[src/hdl/fbcd_pkg.sv]
package fbcd_pkg;

    // ----------------------------------------
    // time base
    // ----------------------------------------
    localparam int CLK_PERIOD_NS = 100;
    localparam int CNT_W = 13;

    // ----------------------------------------
    // command pulse times (us) and decision thresholds
    // ----------------------------------------
    localparam int QUERY_PULSE_TIME_US = 160;
    localparam int LATCH_CLEAR_PULSE_TIME_US = 2 * QUERY_PULSE_TIME_US;
    localparam int QUERY_MIN_US = 120;
    localparam int CLASS_SPLIT_US = 240;
    localparam int PULSE_MAX_US = 480;
    // least times round up to whole cycles
    localparam logic [CNT_W-1:0] QUERY_MIN_CYC =
        CNT_W'((QUERY_MIN_US * 1000 + CLK_PERIOD_NS - 1) / CLK_PERIOD_NS);
    localparam logic [CNT_W-1:0] CLASS_SPLIT_CYC =
        CNT_W'((CLASS_SPLIT_US * 1000 + CLK_PERIOD_NS - 1) / CLK_PERIOD_NS);
    // longest time rounds down
    localparam logic [CNT_W-1:0] PULSE_MAX_CYC_DEF =
        CNT_W'((PULSE_MAX_US * 1000) / CLK_PERIOD_NS);

    // ----------------------------------------
    // transmit timing (us)
    // ----------------------------------------
    localparam int ONE_BIT_HIGH_TIME_US = 40;
    localparam int ZERO_BIT_HIGH_TIME_US = 10;
    localparam int BIT_LOW_TIME_US = 10;
    localparam int STEADY_TIME_US = 80;
    localparam int IDLE_TIME_US = 2 * STEADY_TIME_US;
    localparam int ARB_CHECK_TIME_US = 20;
    localparam int ARBITRATION_LOW_TIME_ID1_US = 40;
    localparam int ARBITRATION_LOW_TIME_ID2_US = 60;
    localparam int ARBITRATION_LOW_TIME_ID3_US = 80;
    localparam logic [CNT_W-1:0] ONE_CYC = CNT_W'(ONE_BIT_HIGH_TIME_US * 1000 / CLK_PERIOD_NS);
    localparam logic [CNT_W-1:0] ZERO_CYC = CNT_W'(ZERO_BIT_HIGH_TIME_US * 1000 / CLK_PERIOD_NS);
    localparam logic [CNT_W-1:0] LO_CYC = CNT_W'(BIT_LOW_TIME_US * 1000 / CLK_PERIOD_NS);
    localparam logic [CNT_W-1:0] SS_CYC = CNT_W'(STEADY_TIME_US * 1000 / CLK_PERIOD_NS);
    localparam logic [CNT_W-1:0] IDLE_CYC = CNT_W'(IDLE_TIME_US * 1000 / CLK_PERIOD_NS);
    localparam logic [CNT_W-1:0] CHECK_CYC = CNT_W'(ARB_CHECK_TIME_US * 1000 / CLK_PERIOD_NS);
    localparam logic [CNT_W-1:0] ARB1_CYC =
        CNT_W'(ARBITRATION_LOW_TIME_ID1_US * 1000 / CLK_PERIOD_NS);
    localparam logic [CNT_W-1:0] ARB2_CYC =
        CNT_W'(ARBITRATION_LOW_TIME_ID2_US * 1000 / CLK_PERIOD_NS);
    localparam logic [CNT_W-1:0] ARB3_CYC =
        CNT_W'(ARBITRATION_LOW_TIME_ID3_US * 1000 / CLK_PERIOD_NS);
    // sync delay before the released line can be seen high
    localparam logic [CNT_W-1:0] SYNC_SKIP_CYC = 13'h0003;

    // ----------------------------------------
    // words, ids, straps
    // ----------------------------------------
    localparam int FIFO_DEPTH = 8;
    localparam logic [3:0] FRAME_BITS = 4'h8;
    localparam logic [1:0] SETTLE_DONE = 2'h3;
    localparam logic [1:0] ID_ONE = 2'h1;
    localparam logic [1:0] ID_TWO = 2'h2;
    localparam logic [1:0] ID_THREE = 2'h3;

    typedef struct packed {
        logic hs_overcurrent;
        logic ls_overcurrent;
        logic [1:0] ls_thermal;
        logic [2:0] system_level;
    } fbcd_status_type;

    typedef enum logic [1:0] {
        STRAP_LOW_SIDE = 2'b00,
        STRAP_FLOAT = 2'b01,
        STRAP_SIG_GND = 2'b10
    } fbcd_strap_type;

    typedef enum logic [2:0] {
        TX_IDLE = 3'b000,
        TX_WAIT = 3'b001,
        TX_ARB = 3'b010,
        TX_CHECK = 3'b011,
        TX_HIGH = 3'b100,
        TX_LOW = 3'b101,
        TX_GAP = 3'b110
    } fbcd_tx_state_type;

endpackage : fbcd_pkg

[src/hdl/fbcd_fifo.sv]
`timescale 1ns/10ps
`default_nettype none
module fbcd_fifo #(
    parameter int WIDTH = 7,
    parameter int DEPTH = 8
) (
    // clock and reset
    input wire logic mclk,
    input wire logic rst_n,
    input wire logic flush,
    // fill side
    input wire logic in_valid,
    output logic in_ready,
    input wire logic [WIDTH-1:0] in_data,
    // drain side
    output logic out_valid,
    input wire logic out_ready,
    output logic [WIDTH-1:0] out_data
);
    localparam int AW = $clog2(DEPTH);

    logic [WIDTH-1:0] mem_q [DEPTH];
    logic [AW:0] wr_q, wr_d, rd_q, rd_d;
    logic push, pop;

    assign in_ready = (wr_q - rd_q) != (AW+1)'(DEPTH);
    assign out_valid = wr_q != rd_q;
    assign out_data = mem_q[rd_q[AW-1:0]];
    assign push = in_valid && in_ready;
    assign pop = out_valid && out_ready;

    always_comb
    begin
        wr_d = wr_q;
        rd_d = rd_q;
        if (flush)
        begin
            wr_d = '0;
            rd_d = '0;
        end
        else
        begin
            if (push)
                wr_d = wr_q + 1'b1;
            if (pop)
                rd_d = rd_q + 1'b1;
        end
    end

    always_ff @(posedge mclk)
    begin
        if (!rst_n)
        begin
            wr_q <= '0;
            rd_q <= '0;
        end
        else
        begin
            wr_q <= wr_d;
            rd_q <= rd_d;
        end
        if (push)
            mem_q[wr_q[AW-1:0]] <= in_data;
    end
endmodule : fbcd_fifo
`default_nettype wire

[src/hdl/fbcd_decoder.sv]
`timescale 1ns/10ps
`default_nettype none
module fbcd_decoder
    import fbcd_pkg::*;
#(
    parameter logic [CNT_W-1:0] PULSE_MAX_CYC = PULSE_MAX_CYC_DEF
) (
    // clock and reset
    input wire logic mclk,
    input wire logic rst_n,
    // shared status line
    input wire logic status_line_i,
    output logic status_line_o,
    output logic status_line_oe,
    // straps and configuration pins
    input wire logic [1:0] id_strap,
    input wire logic system_monitor_bus_en,
    // power-up sequencer
    input wire logic power_up_done,
    output logic mission_mode,
    output logic seq_restart,
    // fault logic
    input wire fbcd_status_type fault_status,
    output logic ot_latch_clear,
    output fbcd_status_type status_reg,
    output logic [1:0] device_id
);

    // ----------------------------------------
    // decoding helpers
    // ----------------------------------------
    function automatic logic [1:0] fbcd_id_of(input logic [1:0] strap);
        unique case (strap)
            STRAP_LOW_SIDE: fbcd_id_of = ID_ONE;
            STRAP_SIG_GND: fbcd_id_of = ID_THREE;
            default: fbcd_id_of = ID_TWO;
        endcase
    endfunction : fbcd_id_of

    function automatic logic [CNT_W-1:0] fbcd_arb_cycles(input logic [1:0] id);
        unique case (id)
            ID_ONE: fbcd_arb_cycles = ARB1_CYC;
            ID_THREE: fbcd_arb_cycles = ARB3_CYC;
            default: fbcd_arb_cycles = ARB2_CYC;
        endcase
    endfunction : fbcd_arb_cycles

    // ----------------------------------------
    // input synchronisers
    // ----------------------------------------
    logic line_s1_q, line_s2_q, line_prev_q;
    logic [1:0] strap_s1_q, strap_s2_q;

    always_ff @(posedge mclk)
    begin
        if (!rst_n)
        begin
            line_s1_q <= 1'b1;
            line_s2_q <= 1'b1;
            line_prev_q <= 1'b1;
            strap_s1_q <= 2'h0;
            strap_s2_q <= 2'h0;
        end
        else
        begin
            line_s1_q <= status_line_i;
            line_s2_q <= line_s1_q;
            line_prev_q <= line_s2_q;
            strap_s1_q <= id_strap;
            strap_s2_q <= strap_s1_q;
        end
    end

    // ----------------------------------------
    // id strap capture
    // ----------------------------------------
    logic [1:0] settle_q, settle_d, device_id_q, device_id_d;
    logic id_valid_q, id_valid_d;
    logic [CNT_W-1:0] arb_cyc_q, arb_cyc_d;

    always_comb
    begin
        settle_d = settle_q;
        id_valid_d = id_valid_q;
        device_id_d = device_id_q;
        arb_cyc_d = arb_cyc_q;
        if (settle_q != SETTLE_DONE)
            settle_d = settle_q + 2'h1;
        // sampled once, after the synchroniser has filled
        else if (!id_valid_q)
        begin
            id_valid_d = 1'b1;
            device_id_d = fbcd_id_of(strap_s2_q);
            arb_cyc_d = fbcd_arb_cycles(fbcd_id_of(strap_s2_q));
        end
    end

    always_ff @(posedge mclk)
    begin
        if (!rst_n)
        begin
            settle_q <= 2'h0;
            id_valid_q <= 1'b0;
            device_id_q <= ID_TWO;
            arb_cyc_q <= ARB2_CYC;
        end
        else
        begin
            settle_q <= settle_d;
            id_valid_q <= id_valid_d;
            device_id_q <= device_id_d;
            arb_cyc_q <= arb_cyc_d;
        end
    end

    // ----------------------------------------
    // command receiver
    // ----------------------------------------
    fbcd_tx_state_type tx_state_q, tx_state_d;
    logic mission_q, mission_d;
    logic [CNT_W-1:0] low_cnt_q, low_cnt_d;
    logic rx_en, rx_rise, query_cmd, clear_cmd;

    // our own arbitration and bit lows must not be read as commands
    assign rx_en = mission_q && (tx_state_q inside {TX_IDLE, TX_WAIT, TX_GAP});
    assign rx_rise = line_s2_q && !line_prev_q;
    assign query_cmd = rx_en && rx_rise && (low_cnt_q >= QUERY_MIN_CYC)
                       && (low_cnt_q < CLASS_SPLIT_CYC);
    assign clear_cmd = rx_en && rx_rise && (low_cnt_q >= CLASS_SPLIT_CYC)
                       && (low_cnt_q <= PULSE_MAX_CYC);

    always_comb
    begin
        low_cnt_d = '0;
        // saturating, so a stuck-low line never wraps into a command
        if (rx_en && !line_s2_q)
            low_cnt_d = (low_cnt_q == '1) ? low_cnt_q : low_cnt_q + 1'b1;
    end

    always_ff @(posedge mclk)
    begin
        if (!rst_n)
            low_cnt_q <= '0;
        else
            low_cnt_q <= low_cnt_d;
    end

    // ----------------------------------------
    // mission mode and status register
    // ----------------------------------------
    fbcd_status_type status_q, status_d, status_eff;
    logic pend_q, pend_d, seq_restart_q, ot_clear_q, entry, push, fifo_in_ready;

    assign entry = power_up_done && id_valid_q && !mission_q;
    assign push = pend_q && mission_q && fifo_in_ready;

    always_comb
    begin
        status_eff = fault_status;
        if (!system_monitor_bus_en)
            status_eff.system_level = 3'h0;
        status_d = clear_cmd ? '0 : status_eff;
        mission_d = mission_q;
        if (clear_cmd)
            mission_d = 1'b0;
        else if (entry)
            mission_d = 1'b1;
        // a new event wins over the push that retires the old one
        pend_d = pend_q && !push;
        if (clear_cmd)
            pend_d = 1'b0;
        else if (mission_q && (query_cmd || status_d != status_q))
            pend_d = 1'b1;
        else if (entry)
            pend_d = 1'b1;
    end

    always_ff @(posedge mclk)
    begin
        if (!rst_n)
        begin
            status_q <= '0;
            mission_q <= 1'b0;
            pend_q <= 1'b0;
            seq_restart_q <= 1'b0;
            ot_clear_q <= 1'b0;
        end
        else
        begin
            status_q <= status_d;
            mission_q <= mission_d;
            pend_q <= pend_d;
            seq_restart_q <= clear_cmd;
            ot_clear_q <= clear_cmd;
        end
    end

    // ----------------------------------------
    // report queue
    // ----------------------------------------
    logic fifo_out_valid, fifo_out_ready;
    fbcd_status_type fifo_out;

    // a clear drops every queued report along with the register
    fbcd_fifo #(
        .WIDTH($bits(fbcd_status_type)),
        .DEPTH(FIFO_DEPTH)
    ) fbcd_fifo_inst (
        .mclk(mclk),
        .rst_n(rst_n),
        .flush(clear_cmd),
        .in_valid(push),
        .in_ready(fifo_in_ready),
        .in_data(status_q),
        .out_valid(fifo_out_valid),
        .out_ready(fifo_out_ready),
        .out_data(fifo_out)
    );

    // ----------------------------------------
    // transmitter
    // ----------------------------------------
    logic [CNT_W-1:0] cnt_q, cnt_d, high_lim;
    logic [7:0] shift_q, shift_d;
    logic [3:0] bits_q, bits_d;
    logic oe_q, oe_d, drv_q;

    assign fifo_out_ready = mission_q && (tx_state_q == TX_IDLE);
    assign high_lim = shift_q[0] ? ONE_CYC : ZERO_CYC;

    always_comb
    begin
        tx_state_d = tx_state_q;
        cnt_d = cnt_q + 1'b1;
        shift_d = shift_q;
        bits_d = bits_q;
        oe_d = oe_q;
        unique case (tx_state_q)
            TX_IDLE:
            begin
                cnt_d = '0;
                if (fifo_out_valid && fifo_out_ready)
                begin
                    shift_d = {~^fifo_out, fifo_out};
                    tx_state_d = TX_WAIT;
                end
            end
            TX_WAIT:
            begin
                if (!line_s2_q)
                    cnt_d = '0;
                else if (cnt_q == SS_CYC - 1'b1)
                begin
                    cnt_d = '0;
                    oe_d = 1'b1;
                    tx_state_d = TX_ARB;
                end
            end
            TX_ARB:
                if (cnt_q == arb_cyc_q - 1'b1)
                begin
                    cnt_d = '0;
                    oe_d = 1'b0;
                    tx_state_d = TX_CHECK;
                end
            TX_CHECK:
                // lost arbitration: retry from the steady wait
                if (cnt_q >= SYNC_SKIP_CYC && !line_s2_q)
                begin
                    cnt_d = '0;
                    tx_state_d = TX_WAIT;
                end
                else if (cnt_q == CHECK_CYC - 1'b1)
                begin
                    cnt_d = '0;
                    bits_d = FRAME_BITS;
                    tx_state_d = TX_HIGH;
                end
            TX_HIGH:
                if (cnt_q == high_lim - 1'b1)
                begin
                    cnt_d = '0;
                    oe_d = 1'b1;
                    tx_state_d = TX_LOW;
                end
            TX_LOW:
                if (cnt_q == LO_CYC - 1'b1)
                begin
                    cnt_d = '0;
                    oe_d = 1'b0;
                    shift_d = {1'b0, shift_q[7:1]};
                    bits_d = bits_q - 4'h1;
                    tx_state_d = (bits_q == 4'h1) ? TX_GAP : TX_HIGH;
                end
            TX_GAP:
                if (cnt_q == IDLE_CYC - 1'b1)
                    tx_state_d = TX_IDLE;
            default:
            begin
                oe_d = 1'b0;
                tx_state_d = TX_IDLE;
            end
        endcase
        if (!mission_d)
        begin
            oe_d = 1'b0;
            tx_state_d = TX_IDLE;
        end
    end

    always_ff @(posedge mclk)
    begin
        if (!rst_n)
        begin
            tx_state_q <= TX_IDLE;
            cnt_q <= '0;
            shift_q <= 8'h00;
            bits_q <= 4'h0;
            oe_q <= 1'b0;
            drv_q <= 1'b0;
        end
        else
        begin
            tx_state_q <= tx_state_d;
            cnt_q <= cnt_d;
            shift_q <= shift_d;
            bits_q <= bits_d;
            oe_q <= oe_d;
            drv_q <= 1'b0;
        end
    end

    assign status_line_o = drv_q;
    assign status_line_oe = oe_q;
    assign mission_mode = mission_q;
    assign seq_restart = seq_restart_q;
    assign ot_latch_clear = ot_clear_q;
    assign status_reg = status_q;
    assign device_id = device_id_q;
endmodule : fbcd_decoder
`default_nettype wire

[config.mk]
export PLATFORM = sky130hd
export DESIGN_NAME = fbcd_decoder
export DESIGN_NICKNAME = d
export VERILOG_FILES = /design/src/hdl/fbcd_pkg.sv /design/src/hdl/fbcd_fifo.sv /design/src/hdl/fbcd_decoder.sv
export SDC_FILE = /design/constraint.sdc
export NUM_CORES = 1
export LEC_CHECK = 0
export BUFFER_PORTS_ARGS = -buffer_cell sky130_fd_sc_hd__buf_4
export CAP_MARGIN = 40
export CORE_UTILIZATION = 30
export CTS_BUF_LIST = sky130_fd_sc_hd__clkbuf_4 sky130_fd_sc_hd__clkbuf_8 sky130_fd_sc_hd__clkbuf_16
export DETAILED_ROUTE_END_ITERATION = 12
export GPL_TIMING_DRIVEN = 0
export PLACE_DENSITY = 0.42
export SYNTH_ARGS = -nofsm -noshare
export SYNTH_HDL_FRONTEND = slang
export SYNTH_HIERARCHICAL = 1
export SYNTH_SLANG_ARGS = --single-unit
[constraint.sdc]
create_clock -name mclk -period 3.6 [get_ports mclk]
set_input_delay 0.36 -clock mclk [delete_from_list [all_inputs] [get_ports mclk]]
set_output_delay 0.36 -clock mclk [all_outputs]
set_load 0.01 [all_outputs]
==> flow_summary_export.csv <==
group,metric,value,unit
run_status,status,"finished clean",
cells_and_area,layout.cells.most_common_list,"sky130_fd_sc_hd__dfxtp_1 (80), sky130_fd_sc_hd__nor2_1 (78), sky130_fd_sc_hd__edfxtp_1 (56), sky130_fd_sc_hd__nand2_1 (41), sky130_fd_sc_hd__buf_4 (36)",
synth,ys_top_cells_by_area,"sky130_fd_sc_hd__edfxtp_1 (26%), sky130_fd_sc_hd__dfxtp_1 (25%), sky130_fd_sc_hd__mux4_2 (4.9%)",
grt,grt_overflow,0,
synth,netlist_area,6450,µm²
drt,routed_via_density,5.04,
cells_and_area,drive_gt1_frac,0.177,
cts,cts_post_setup_buffers_inserted,0,
drt,via_count,4798,
cts,cts-resized-gates,0,
min_path,hold_path_startpoint,"status_line_i",
floorplanning,chipWidth,149,µm
drt,drtIter0Drc,241,
placement,estimated_wirelength_of_the_detail_placed_design,11600,µm
cts,cts_max_level,4,
synth,synth-edff-count,56,
cts,cts_made_buffers,17,
timing,setup_viol,0,
synth,synthCells,612,
min_path,hold_path.class,"in2reg",
synth,synth-seq-cells,136,
cts,ctsHoldBuffers,0,
synth,main_flop_type_after_synthesis,"sky130_fd_sc_hd__dfxtp_1",
drt,first_pass_iters,4,
synth,synth_top_cell_by_area,"sky130_fd_sc_hd__edfxtp_1",
timing,final.setup_skew,0.0128,ns
floorplanning,die_area,22100,µm²
synth,yosys.area.top_type_share,0.261,
setup_path,worst_r2r_startpoint,"fbcd_fifo_inst/wr_q[1]",
timing,fmax,0.303,GHz
synth,ys.warnings.count,6,
grt,grt_first_pass_wirelength,25700,µm
cts,clock-sinks,136,
cells_and_area,area_taken_by_multi_input_logic_gates,2950,µm²
cells_and_area,final-instance-count-excl-fill,952,
grt,antenna_found_initial,0,
power_and_ir_drop,total_leakage_power,0.00267,µW
synth,syn_nets,638,
timing,timing.final.max_slew_violations,0,
power_and_ir_drop,worst_ir_drop_vdd,0.000306,V
synth,synth_cell_type_count,70,
floorplanning,placement_rows,53,
cts,root_buffer_master,"sky130_fd_sc_hd__clkbuf_16",
cells_and_area,final_common_cell,"sky130_fd_sc_hd__dfxtp_1",
setup_path,critical_path_peak_fanout,9,
setup_path,setup.worst_path.end_class,"register",
cells_and_area,antenna_diode_count,0,
setup_path,crit_arrival,3.44,ns
cells_and_area,postLayoutCellArea,7670,µm²
cells_and_area,finish.net_count,690,
synth,yosysSeqAreaShare,0.509,
synth,syn-mean-instance-area,10.5,µm²
setup_path,startpoint,"fbcd_fifo_inst/wr_q[1]",
drt,route.antenna.remaining_nets,0,
placement,placement_cell_area,7080,µm²
timing,fin_tns_setup,0,ns
grt,pin_count_of_the_biggest_net_entering_global_routing,17,
grt,groute.usage.overall,0.153,
floorplanning,placeableCoreArea,21000,µm²
setup_path,setup.worst_path.class,"reg2reg",
cts,worstSkewPairLatency,0.42,ns
placement,gp_routability_congestion,0.765,
setup_path,setup.worst_path.start_class,"register",
placement,dpl.cell_count,920,
drt,final_routed_wire_length_divided_by_cell_count,16.6,µm
placement,io_buffer_count,26,
timing,period_utilization,0.917,
timing,max_slew.worst_pin.slew,0.828,ns
floorplanning,io-pin-count,28,
flow_run,cap_viol_max_count,0,
cts,cts.clk_slew.worst_paths,0.06,ns
drt,remaining_drc_errors,0,
power_and_ir_drop,powerDensity,458,nW/µm²
grt,first_global_vias,4744,
floorplanning,start_util,0.307,
timing,timing_hold_violations_final,0,
synth,synth_async_reset_ratio,0,
timing,rsz0062_at_grt,"false",
cts,clock_tree_from_tritoncts,"yes",
cts,clk_path_buf_depth,2,
setup_path,reg2reg_setup_slack,0.30,ns
floorplanning,die_h,149,µm
cells_and_area,largest_reg_flops,56,
cells_and_area,seq_area,3280,µm²
timing,max-slew-margin-rel,0.444,
cells_and_area,layout-area-overhead-vs-synth,18.9,%
setup_path,worst-endpoint-required,3.74,ns
timing,finalWorstPathRequiredPeriod,3.30,ns
cells_and_area,final.fill_count,2101,
drt,detail_route.wirelength,15800,µm
-- final cells by class --
cell class	instances	area share
clock inverter	15	0.0207
buffer	33	0.0224
multi-input combinational	420	0.385
tap	275	0.0449
timing repair buffer	33	0.0320
clock buffer	17	0.0555
inverter	23	0.0113
sequential	136	0.428
-- where the power goes --
group          internal, µW  total [µW]  leakage [µW]  switching, µW
clock                   979        1730      0.000277            752
sequential             1620        1650       0.00116           30.5
combinational          57.4         124       0.00123           66.3
total                  2660        3510       0.00267            849
-- per-stage QoR --
step	setup WS (ns)	hold slack, ns	total power, µW	utilization
after floorplan	0.717	0.386	1760	-
after global placement	-0.462	0.399	1810	0.333
after detailed placement	0.293	0.396	1810	0.337
after CTS	0.267	0.123	3550	0.365
after global routing	0.0442	0.128	3640	0.365
final	0.299	0.139	3510	0.365
-- cells by family after synthesis --
family,Yosys count,share of synthesized area
and+or+nand+nor,256,0.207
DFF,136,0.509
AOI/OAI and AO/OA,82,0.0904
buffers and inverters,56,0.0400
xor gates and xnor gates,42,0.0592
muxes,27,0.0706
adders and majority gates,12,0.0233
other,1,0.000581
-- synth_stat cells, types with 4 or more instances --
| library cell | count |
|---|---|
| sky130_fd_sc_hd__a311oi_1 | 7 |
| sky130_fd_sc_hd__and4_1 | 5 |
| sky130_fd_sc_hd__dfxtp_1 | 80 |
| sky130_fd_sc_hd__nand2_1 | 41 |
| sky130_fd_sc_hd__nand2b_1 | 11 |
| sky130_fd_sc_hd__a211oi_1 | 6 |
| sky130_fd_sc_hd__mux4_2 | 14 |
| sky130_fd_sc_hd__a21oi_1 | 19 |
| sky130_fd_sc_hd__xor2_1 | 18 |
| sky130_fd_sc_hd__xnor2_1 | 23 |
| sky130_fd_sc_hd__buf_2 | 6 |
| sky130_fd_sc_hd__inv_1 | 22 |
| sky130_fd_sc_hd__mux2i_1 | 5 |
| sky130_fd_sc_hd__buf_4 | 4 |
| sky130_fd_sc_hd__nor3b_1 | 5 |
| sky130_fd_sc_hd__a31oi_1 | 5 |
| sky130_fd_sc_hd__or3_1 | 6 |
| sky130_fd_sc_hd__nor4_1 | 15 |
| sky130_fd_sc_hd__o21ai_0 | 12 |
| sky130_fd_sc_hd__and2_1 | 6 |
| sky130_fd_sc_hd__clkbuf_1 | 19 |
| sky130_fd_sc_hd__edfxtp_1 | 56 |
| sky130_fd_sc_hd__and3_1 | 9 |
| sky130_fd_sc_hd__nor3_1 | 6 |
| sky130_fd_sc_hd__mux2_2 | 8 |
| sky130_fd_sc_hd__nor2_1 | 78 |
| sky130_fd_sc_hd__nand3_1 | 34 |
| sky130_fd_sc_hd__nand4_1 | 13 |
| sky130_fd_sc_hd__nor2b_1 | 7 |
| sky130_fd_sc_hd__ha_1 | 12 |
-- per-layer routing --
layer  GRT usage  up-vias  part of all wire
met4      0.0469        0            0.0064
met3      0.0337        7             0.039
met5           0        -                 0
li1            -     2343                 -
met1       0.209     2353              0.48
met2       0.240       95              0.47
-- final timing paths --
kind                                                   end  depth (start not counted)
worst min-delay path                             line_s1_q                          2
worst min register to register                   line_s2_q                          1
worst max register to register  fbcd_fifo_inst/mem_q[0][5]                         10
worst max-delay path            fbcd_fifo_inst/mem_q[0][5]                         10
-- critical path, stage by stage (launching register included) --
cell	delay, ns
sky130_fd_sc_hd__dfxtp_1	0.56
sky130_fd_sc_hd__ha_1	0.36
sky130_fd_sc_hd__nand2b_1	0.21
sky130_fd_sc_hd__a21oi_1	0.10
sky130_fd_sc_hd__a32o_1	0.21
sky130_fd_sc_hd__nand3_1	0.08
sky130_fd_sc_hd__nand2_1	0.09
sky130_fd_sc_hd__nor2_1	0.26
sky130_fd_sc_hd__nand3_1	0.35
sky130_fd_sc_hd__nor4_2	0.55
sky130_fd_sc_hd__buf_4	0.26
Power figures use the tool's default switching activity.
